--- src/console_pkg.sv ---
// shared constants and types for the console key decoder
package console_pkg;
    // key bit positions within the key vector
    localparam int KEY_COUNT       = 8;
    localparam int K_RECIPE        = 0;
    localparam int K_START_PAUSE   = 1;
    localparam int K_VIEW          = 2;
    localparam int K_SHIFT         = 3;
    localparam int K_ERASE         = 4;
    localparam int K_CONFIRM       = 5;
    localparam int K_SETTINGS      = 6;
    localparam int K_AUX           = 7;
    // program number width and reset value
    localparam int RECIPE_KEY_W          = 4;
    localparam logic [3:0] RECIPE_KEY_RESET = 4'h0;
    // program operating modes
    typedef enum logic [2:0] {
        MODE_READY,
        MODE_RUN,
        MODE_HOLD,
        MODE_FAST,
        MODE_END
    } recipe_key_mode_t;
    // screens of the console
    typedef enum logic [2:0] {
        SCR_BASIC,
        SCR_PARAM,
        SCR_RECIPE_KEY_SETUP,
        SCR_SEG_EDIT,
        SCR_COPY,
        SCR_GRESET
    } screen_t;
endpackage

--- src/key_edge.sv ---
// registers the key vector and flags newly pressed keys
`timescale 1ns/1ps
`default_nettype none
module key_edge #(
    parameter int WIDTH = 8
) (
    // clock and reset
    input  wire logic             i_ref_clk,
    input  wire logic             i_rst_n,
    // keys
    input  wire logic [WIDTH-1:0] i_keys,
    output logic      [WIDTH-1:0] o_held,
    output logic      [WIDTH-1:0] o_press
);
    logic [WIDTH-1:0] held_reg;
    logic [WIDTH-1:0] held_next;
    logic [WIDTH-1:0] press_reg;
    logic [WIDTH-1:0] press_next;

    always_comb begin
        held_next = i_keys;
        for (int b = 0; b < WIDTH; b++) begin
            press_next[b] = i_keys[b] & ~held_reg[b];
        end
    end

    always_ff @(posedge i_ref_clk or negedge i_rst_n) begin
        if (!i_rst_n) begin
            held_reg  <= '0;
            press_reg <= '0;
        end else begin
            held_reg  <= held_next;
            press_reg <= press_next;
        end
    end

    assign o_held  = held_reg;
    assign o_press = press_reg;
endmodule
`default_nettype wire

--- src/recipe_key_counter.sv ---
// wrapping up/down counter for the program being edited
`timescale 1ns/1ps
`default_nettype none
module recipe_key_counter #(
    parameter int W = 4
) (
    // clock and reset
    input  wire logic         i_ref_clk,
    input  wire logic         i_rst_n,
    // steps
    input  wire logic         i_inc,
    input  wire logic         i_dec,
    output logic      [W-1:0] o_count
);
    logic [W-1:0] cnt_reg;
    logic [W-1:0] cnt_next;

    // wraps both ways; simultaneous steps cancel
    always_comb begin
        cnt_next = cnt_reg;
        if (i_inc && !i_dec) begin
            cnt_next = cnt_reg + W'(1);
        end else if (i_dec && !i_inc) begin
            cnt_next = cnt_reg - W'(1);
        end
    end

    always_ff @(posedge i_ref_clk or negedge i_rst_n) begin
        if (!i_rst_n) begin
            cnt_reg <= W'(console_pkg::RECIPE_KEY_RESET);
        end else begin
            cnt_reg <= cnt_next;
        end
    end

    assign o_count = cnt_reg;
endmodule
`default_nettype wire

--- src/console_ctrl.sv ---
// front-panel key combination decoder and program mode controller
`timescale 1ns/1ps
`default_nettype none
module console_ctrl (
    // clock and reset
    input  wire logic                             i_ref_clk,
    input  wire logic                             i_rst_n,
    // console keys, one bit per key, high while pressed
    input  wire logic [console_pkg::KEY_COUNT-1:0] i_keys,
    // state from the rest of the controller
    input  wire logic                             i_auto_mode,
    input  wire logic                             i_entry_active,
    input  wire logic                             i_cursor_setpoint_time,
    input  wire logic                             i_dest_blink,
    input  wire logic                             i_exit_screen,
    input  wire logic                             i_run_hold_req,
    input  wire logic                             i_program_done,
    // status
    output logic [2:0]                            o_mode,
    output logic [2:0]                            o_screen,
    output logic [console_pkg::RECIPE_KEY_W-1:0]        o_recipe_key_no,
    // one-cycle action pulses
    output logic                                  o_seg_advance,
    output logic                                  o_clear_item,
    output logic                                  o_copy_exec,
    output logic                                  o_general_reset
);
    logic [console_pkg::KEY_COUNT-1:0] held;
    logic [console_pkg::KEY_COUNT-1:0] press;
    logic [console_pkg::RECIPE_KEY_W-1:0]    recipe_key_cnt;

    console_pkg::recipe_key_mode_t mode_reg;
    console_pkg::recipe_key_mode_t mode_next;
    console_pkg::screen_t    screen_reg;
    console_pkg::screen_t    screen_next;
    logic                    adv_reg;
    logic                    adv_next;
    logic                    clr_reg;
    logic                    clr_next;
    logic                    copy_reg;
    logic                    copy_next;
    logic                    greset_reg;
    logic                    greset_next;
    logic [console_pkg::RECIPE_KEY_W-1:0] recipe_key_reg;
    logic                    inc;
    logic                    dec;

    // =========================================================
    // key capture
    key_edge #(
        .WIDTH (console_pkg::KEY_COUNT)
    ) u_key_edge (
        .i_ref_clk (i_ref_clk),
        .i_rst_n   (i_rst_n),
        .i_keys    (i_keys),
        .o_held    (held),
        .o_press   (press)
    );

    // =========================================================
    // combination decode
    logic shift_h;
    logic recipe_h;
    logic in_basic;
    logic in_setup;
    logic is_ready;
    logic combo_reset;
    logic combo_adv;
    logic combo_fast;
    logic combo_param;
    logic combo_setup;
    logic combo_inc;
    logic combo_dec;
    logic combo_clr;
    logic combo_seg;
    logic combo_copy;
    logic combo_greset;

    // combo decode
    // a modifier only counts when held before the second key's press edge; in the general reset combo erase and view may rise together
    always_comb begin
        shift_h      = held[console_pkg::K_SHIFT] & ~press[console_pkg::K_SHIFT];
        recipe_h     = held[console_pkg::K_RECIPE] & ~press[console_pkg::K_RECIPE];
        in_basic     = (screen_reg == console_pkg::SCR_BASIC);
        in_setup     = (screen_reg == console_pkg::SCR_RECIPE_KEY_SETUP);
        is_ready     = (mode_reg == console_pkg::MODE_READY);
        combo_reset  = recipe_h & press[console_pkg::K_START_PAUSE];
        combo_adv    = recipe_h & press[console_pkg::K_VIEW];
        combo_fast   = shift_h & press[console_pkg::K_AUX];
        combo_param  = shift_h & press[console_pkg::K_SETTINGS];
        combo_setup  = shift_h & press[console_pkg::K_RECIPE];
        combo_inc    = combo_setup;
        combo_dec    = combo_fast;
        combo_greset = shift_h & ((press[console_pkg::K_ERASE] & held[console_pkg::K_VIEW])
                                | (press[console_pkg::K_VIEW] & held[console_pkg::K_ERASE]));
        combo_clr    = shift_h & press[console_pkg::K_ERASE] & ~held[console_pkg::K_VIEW];
        combo_seg    = shift_h & press[console_pkg::K_CONFIRM];
        // copy: aux modifier held, then recipe pressed
        combo_copy   = held[console_pkg::K_AUX] & ~press[console_pkg::K_AUX]
                     & press[console_pkg::K_RECIPE] & ~shift_h;
    end

    // =========================================================
    // mode and screen machine
    always_comb begin
        mode_next   = mode_reg;
        screen_next = screen_reg;
        adv_next    = 1'b0;
        clr_next    = 1'b0;
        copy_next   = 1'b0;
        greset_next = 1'b0;
        inc         = 1'b0;
        dec         = 1'b0;
        unique case (screen_reg)
            console_pkg::SCR_BASIC: begin
                if (combo_reset) begin
                    if (!is_ready) begin
                        mode_next = console_pkg::MODE_READY;
                    end
                end else if (combo_adv) begin
                    if (!is_ready && mode_reg != console_pkg::MODE_END) begin
                        adv_next = 1'b1;
                    end
                end else if (combo_greset) begin
                    if (is_ready && i_auto_mode) begin
                        screen_next = console_pkg::SCR_GRESET;
                    end
                end else if (combo_fast) begin
                    if (mode_reg == console_pkg::MODE_RUN || mode_reg == console_pkg::MODE_HOLD) begin
                        mode_next = console_pkg::MODE_FAST;
                    end
                end else if (combo_param) begin
                    screen_next = console_pkg::SCR_PARAM;
                end else if (combo_setup) begin
                    screen_next = console_pkg::SCR_RECIPE_KEY_SETUP;
                end else if (combo_copy) begin
                    if (is_ready) begin
                        screen_next = console_pkg::SCR_COPY;
                    end
                end else if (i_run_hold_req) begin
                    unique case (mode_reg)
                        console_pkg::MODE_RUN:  mode_next = console_pkg::MODE_HOLD;
                        console_pkg::MODE_END:  mode_next = mode_reg;
                        default:                mode_next = console_pkg::MODE_RUN;
                    endcase
                end
            end
            console_pkg::SCR_RECIPE_KEY_SETUP: begin
                if (combo_inc) begin
                    inc = 1'b1;
                end else if (combo_dec) begin
                    dec = 1'b1;
                end else if (combo_clr && i_entry_active) begin
                    clr_next = 1'b1;
                end else if (combo_seg && i_cursor_setpoint_time) begin
                    screen_next = console_pkg::SCR_SEG_EDIT;
                end else if (i_exit_screen) begin
                    screen_next = console_pkg::SCR_BASIC;
                end
            end
            console_pkg::SCR_SEG_EDIT: begin
                if (i_exit_screen) begin
                    screen_next = console_pkg::SCR_RECIPE_KEY_SETUP;
                end
            end
            console_pkg::SCR_COPY: begin
                if (press[console_pkg::K_CONFIRM] && i_dest_blink) begin
                    copy_next = 1'b1;
                end else if (i_exit_screen) begin
                    screen_next = console_pkg::SCR_BASIC;
                end
            end
            console_pkg::SCR_GRESET: begin
                if (press[console_pkg::K_CONFIRM]) begin
                    greset_next = 1'b1;
                    screen_next = console_pkg::SCR_BASIC;
                end else if (i_exit_screen) begin
                    screen_next = console_pkg::SCR_BASIC;
                end
            end
            console_pkg::SCR_PARAM: begin
                if (i_exit_screen) begin
                    screen_next = console_pkg::SCR_BASIC;
                end
            end
            default: screen_next = console_pkg::SCR_BASIC;
        endcase
        // program finishing is outside the key path; a key reset still wins
        if (i_program_done && mode_next != console_pkg::MODE_READY && !is_ready) begin
            mode_next = console_pkg::MODE_END;
        end
    end

    always_ff @(posedge i_ref_clk or negedge i_rst_n) begin
        if (!i_rst_n) begin
            mode_reg   <= console_pkg::MODE_READY;
            screen_reg <= console_pkg::SCR_BASIC;
            adv_reg    <= 1'b0;
            clr_reg    <= 1'b0;
            copy_reg   <= 1'b0;
            greset_reg <= 1'b0;
            recipe_key_reg   <= console_pkg::RECIPE_KEY_RESET;
        end else begin
            mode_reg   <= mode_next;
            screen_reg <= screen_next;
            adv_reg    <= adv_next;
            clr_reg    <= clr_next;
            copy_reg   <= copy_next;
            greset_reg <= greset_next;
            recipe_key_reg   <= recipe_key_cnt;
        end
    end

    // =========================================================
    // program number counter
    recipe_key_counter #(
        .W (console_pkg::RECIPE_KEY_W)
    ) u_recipe_key_counter (
        .i_ref_clk (i_ref_clk),
        .i_rst_n   (i_rst_n),
        .i_inc     (inc),
        .i_dec     (dec),
        .o_count   (recipe_key_cnt)
    );

    assign o_mode          = mode_reg;
    assign o_screen        = screen_reg;
    assign o_recipe_key_no       = recipe_key_reg;
    assign o_seg_advance   = adv_reg;
    assign o_clear_item    = clr_reg;
    assign o_copy_exec     = copy_reg;
    assign o_general_reset = greset_reg;

    // =========================================================
    // checks
    // no reset from ready
    a_ready_reset_ignored: assert property (@(posedge i_ref_clk) disable iff (!i_rst_n)
        (screen_reg == console_pkg::SCR_BASIC && mode_reg == console_pkg::MODE_READY && combo_reset)
        |=> mode_reg == console_pkg::MODE_READY) else $error("reset combo changed ready mode");
    a_reset_to_ready: assert property (@(posedge i_ref_clk) disable iff (!i_rst_n)
        (screen_reg == console_pkg::SCR_BASIC && combo_reset) |=> mode_reg == console_pkg::MODE_READY)
        else $error("reset combo did not reach ready");
    a_no_adv_ready: assert property (@(posedge i_ref_clk) disable iff (!i_rst_n)
        o_seg_advance |-> $past(mode_reg) != console_pkg::MODE_READY) else $error("advance in ready");
    a_adv_pulse: assert property (@(posedge i_ref_clk) disable iff (!i_rst_n)
        (in_basic && combo_adv && (mode_reg == console_pkg::MODE_RUN || mode_reg == console_pkg::MODE_HOLD))
        |=> o_seg_advance ##1 !o_seg_advance) else $error("advance pulse wrong");
    // fast only from run or hold
    a_fast_entry: assert property (@(posedge i_ref_clk) disable iff (!i_rst_n)
        (mode_reg == console_pkg::MODE_FAST && $past(mode_reg) != console_pkg::MODE_FAST)
        |-> ($past(mode_reg) == console_pkg::MODE_RUN || $past(mode_reg) == console_pkg::MODE_HOLD))
        else $error("fast entered from wrong mode");
    a_copy_ready: assert property (@(posedge i_ref_clk) disable iff (!i_rst_n)
        (screen_reg == console_pkg::SCR_COPY && $past(screen_reg) == console_pkg::SCR_BASIC)
        |-> $past(mode_reg) == console_pkg::MODE_READY) else $error("copy screen outside ready");
    a_greset_entry: assert property (@(posedge i_ref_clk) disable iff (!i_rst_n)
        (screen_reg == console_pkg::SCR_GRESET && $past(screen_reg) != console_pkg::SCR_GRESET)
        |-> ($past(mode_reg) == console_pkg::MODE_READY && $past(i_auto_mode)))
        else $error("general reset screen entered wrongly");
    a_greset_exec: assert property (@(posedge i_ref_clk) disable iff (!i_rst_n)
        (screen_reg == console_pkg::SCR_GRESET && press[console_pkg::K_CONFIRM])
        |=> o_general_reset && screen_reg == console_pkg::SCR_BASIC) else $error("general reset not done");
    a_recipe_key_inc: assert property (@(posedge i_ref_clk) disable iff (!i_rst_n)
        (in_setup && combo_inc) |=> ##1 o_recipe_key_no == $past(o_recipe_key_no) + 4'h1)
        else $error("program number not incremented");
    a_copy_exec: assert property (@(posedge i_ref_clk) disable iff (!i_rst_n)
        (screen_reg == console_pkg::SCR_COPY && press[console_pkg::K_CONFIRM] && i_dest_blink)
        |=> o_copy_exec) else $error("copy not executed");
endmodule
`default_nettype wire

--- config.mk ---
export PLATFORM = sky130hd
export DESIGN_NAME = console_ctrl
export DESIGN_NICKNAME = d
export VERILOG_FILES = /design/src/console_pkg.sv /design/src/key_edge.sv /design/src/recipe_key_counter.sv /design/src/console_ctrl.sv
export SDC_FILE = /design/constraint.sdc
export NUM_CORES = 1
export LEC_CHECK = 0
export BUFFER_PORTS_ARGS = -buffer_cell sky130_fd_sc_hd__buf_2
export CAP_MARGIN = 20
export CORE_MARGIN = 10
export CORE_UTILIZATION = 62
export CTS_BUF_LIST = sky130_fd_sc_hd__clkbuf_8
export DETAILED_ROUTE_END_ITERATION = 8
export PLACE_DENSITY = 0.95
export SETUP_SLACK_MARGIN = 0.05
export SYNTH_ARGS = -nofsm -noshare
export SYNTH_HDL_FRONTEND = slang
export SYNTH_HIERARCHICAL = 1
export SYNTH_SLANG_ARGS = --single-unit
--- constraint.sdc ---
create_clock -name i_ref_clk -period 6.05 [get_ports i_ref_clk]
set_input_delay 1.815 -clock i_ref_clk [delete_from_list [all_inputs] [get_ports i_ref_clk]]
set_output_delay 1.815 -clock i_ref_clk [all_outputs]
set_load 0.005 [all_outputs]
==> key figures <==
Run status
  • Outcome: complete, no violations

Global routing
  • First-pass GRT wire length: 6930 µm
  • Antenna violations before repair: 0
  • Pin count of the biggest net entering global routing: 35
  • Total grt overflow: 0
  • Vias in the first global route: 1508
  • Global Route Usage Sum: 0.161

Setup path
  • Worst setup SP type: flop
  • Crit Path Category: reg2reg
  • R2R setup slack: around 3 ns
  • Slowest cell on crit path: or4_4
  • Worst endpoint data arrival time: 3.17 ns
  • CP required: 6.22 ns
  • Crit-path max FO: 11
  • CP cell instances: or3b_2 > nor2_1 > and2_1 > ha_1 > inv_1 > ha_1 > or4_4 > o211ai_2 > o211ai_2
  • Crit path largest cell delay: 0.56 ns
  • Worst setup EP type: flop
  • R2R cell count: 9

Synth
  • Avg Cell Area, Syn: 11.3 µm²
  • Post-synth cell types: 59
  • Seq cells post-synth: 34
  • Fraction of registers with async set/reset: 1.00
  • Synth area leader: dfrtp_1
  • Post-synth top area share: 0.460
  • Syn nets: ~180
  • Synth warn: 6
  • Cell Area, Synth: 1850 µm²
  • Sequential-to-total area share from yosys stat: 0.460
  • Main flop type after synthesis: dfrtp_1
  • Post-synth EDFFs: 0
  • Synthesized netlist cell count: 163
  • Synth area leaders: dfrtp_1 46%, nor2b_4 6.0%, buf_6 2.4%

Layout
  • # fillers: approximately 190
  • Area grow syn2layout: 12.4%
  • Most frequent cells in the layout: 34 x dfrtp_1, 30 x buf_2, 11 x nor2_1
  • Share of cells above drive strength 1: 0.338
  • Fin nets: 215
  • Fin area: 2080 µm²
  • Commonest non-fill, non-tap cell in the layout: dfrtp_1
  • Ant. Diodes: 0

Route
  • First-pass DRT Iterations: 4
  • Detailed-route wire length per cell: about 19 µm
  • Remaining DRCs: 0
  • Vias: 1428
  • 1st-iter DRT viols: 156
  • Post-DRT Antenna Nets: 0
  • DR vias/cell: 6.32
  • Final WL: 4180 µm

Placement
  • I/O Buffers: 30
  • Post-DP HPWL: 3010 µm
  • Placed cell area: slightly below 2000 µm²
  • Gp weighted congestion: 0.878
  • DP Worst Slack: 3.11 ns

Pwr
  • Int Pwr: 443 µW
  • P_leak: 0.960 nW
  • Part of the power in registers: 0.445
  • Overall Power: 679 µW
  • Clock share of power: 0.261
  • Switching power total: 235 µW
  • Switching share of power: 0.347
  • PwrDens: about 330 nW/µm²
  • Logic pwr share: 0.294
  • VDD IR max: roughly 210 µV

Clock tree
  • Worst-Skew Late Latency: 0.29 ns
  • Clk sinks: 34
  • Number of buffers created by CTS: 5
  • Root Buffer: clkbuf_8
  • Clk slew on worst S/H paths: 0.07 ns
  • Post-cts hold buffer count: 0
  • CTS tree: built
  • H-Tree Depth: 2
  • Post-CTS Resized: 0
  • Post-CTS setup buffer count: 0
  • Clock tree buffer depth: 2

Timing
  • Final Slew Violations: 0
  • Setup WS post-layout: 3.05 ns
  • RSZ-0062 raised after global routing: no
  • Clock skew: 0.00815 ns
  • Final setup vio count: 0
  • Min Tclk post-route: 3.00 ns
  • Setup Total Neg Slack: 0 ns
  • Worst Tran Pin Value: 0.746 ns
  • Tcrit/Tclk final: 0.496
  • Fmax: around 0.33 GHz
  • Worst hold margin: about 0.45 ns
  • Relative slew slack: 0.503
  • Final Hold Viols: 0

Floorplanning
  • I/O pins: 31
  • Starting Density: 0.659
  • Core outline area: 2810 µm²
  • Die Y: between 70 and 80 µm
  • Die X: around 75 µm
  • Die ar.: 5570 µm²
  • Standard-cell rows: 19

Worst hold path
  • Hold Path Stages: 0
  • Hold crit path type: reg2reg

Run
  • Max Cap Violations: 0
==> cell usage after synthesis, types with 2 or more instances <==
master,count
o211ai_2,2
nand3_1,3
o31ai_1,2
a21oi_1,3
nand2_1,10
nor3_1,8
o221ai_1,2
nor2_1,11
inv_1,6
o211ai_1,2
nand3b_1,5
o21bai_1,2
o21a_1,2
or3_4,2
buf_6,4
nor2b_4,8
and2_1,3
o22ai_1,2
ha_1,3
xnor2_1,3
nor4b_1,2
or3_1,2
a22oi_1,2
o21ai_0,6
dfrtp_1,34
==> stage by stage <==
| step | std cells | utilization |
|---|---|---|
| floorplan | 163 | - |
| finish | 226 | 0.741 |
| detailed placement | 218 | 0.707 |
| CTS | 226 | 0.741 |
| global placement | 218 | 0.707 |
| global route | 226 | 0.741 |
==> registers in the layout, summed over array words and instances (netlist names) <==
| register | cells |
|---|---|
| u_key_edge/o_held | 8 |
| u_key_edge/o_press | 8 |
| o_recipe_key_no | 4 |
| u_recipe_key_counter/o_count | 4 |
| o_mode | 3 |
| o_screen | 3 |
| o_clear_item | 1 |
| o_copy_exec | 1 |
| o_general_reset | 1 |
| o_seg_advance | 1 |
==> per-layer routing <==
metal / up-vias / part of all wire / global-route usage
met5: - / 0 / 0
met4: 0 / 0.010 / 0.0609
met3: 6 / 0.074 / 0.0565
met2: 57 / 0.50 / 0.273
met1: 702 / 0.42 / 0.185
li1: 663 / - / -
==> area by class of cell <==
cell class              instances  area, µm²  area share
multi-input cells             117        921       0.443
flip-flops and latches         34        851       0.409
repair buffers                 30        150      0.0722
clock buffers                   6       82.6      0.0397
well taps                      31       38.8      0.0187
inverters                       6       22.5      0.0108
clock inverters                 2       12.5     0.00602
==> worst paths after layout <==
path / start / endpoint
max: o_screen[1] / u_recipe_key_counter/o_count[3]
min: u_recipe_key_counter/o_count[2] / o_recipe_key_no[2]
max reg2reg: o_screen[1] / u_recipe_key_counter/o_count[3]
min reg2reg: u_recipe_key_counter/o_count[2] / o_recipe_key_no[2]
max in group asynchronous: i_rst_n / u_recipe_key_counter/o_count[1]
min in group asynchronous: i_rst_n / o_recipe_key_no[2]
==> cell families after synthesis <==
| group | share of synthesized area |
|---|---|
| simple gates | 0.252 |
| fa+ha+maj | 0.0311 |
| compound gates | 0.189 |
| buf+inv | 0.0419 |
| flops | 0.460 |
| mux | 0.0115 |
| xor+xnor | 0.0142 |
==> critical path, delay by kind of cell (launching register included) <==
family,cells,cell delay [ns]
buf+inv,1,0.14
compound gates,2,0.19
fa+ha+maj,2,0.64
flops,1,0.52
simple gates,4,1.38
==> power by group through the flow <==
| stage | logic [mW] | clock network [mW] | registers (mW) |
|---|---|---|---|
| after global placement | 0.180 | 0 | 0.300 |
| final | 0.200 | 0.177 | 0.302 |
| after detailed placement | 0.193 | 0 | 0.305 |
| after CTS | 0.195 | 0.178 | 0.301 |
| after global routing | 0.216 | 0.188 | 0.309 |
| after floorplan | 0.155 | 0 | 0.292 |
Note: power is estimated with default switching activity, not from simulation.
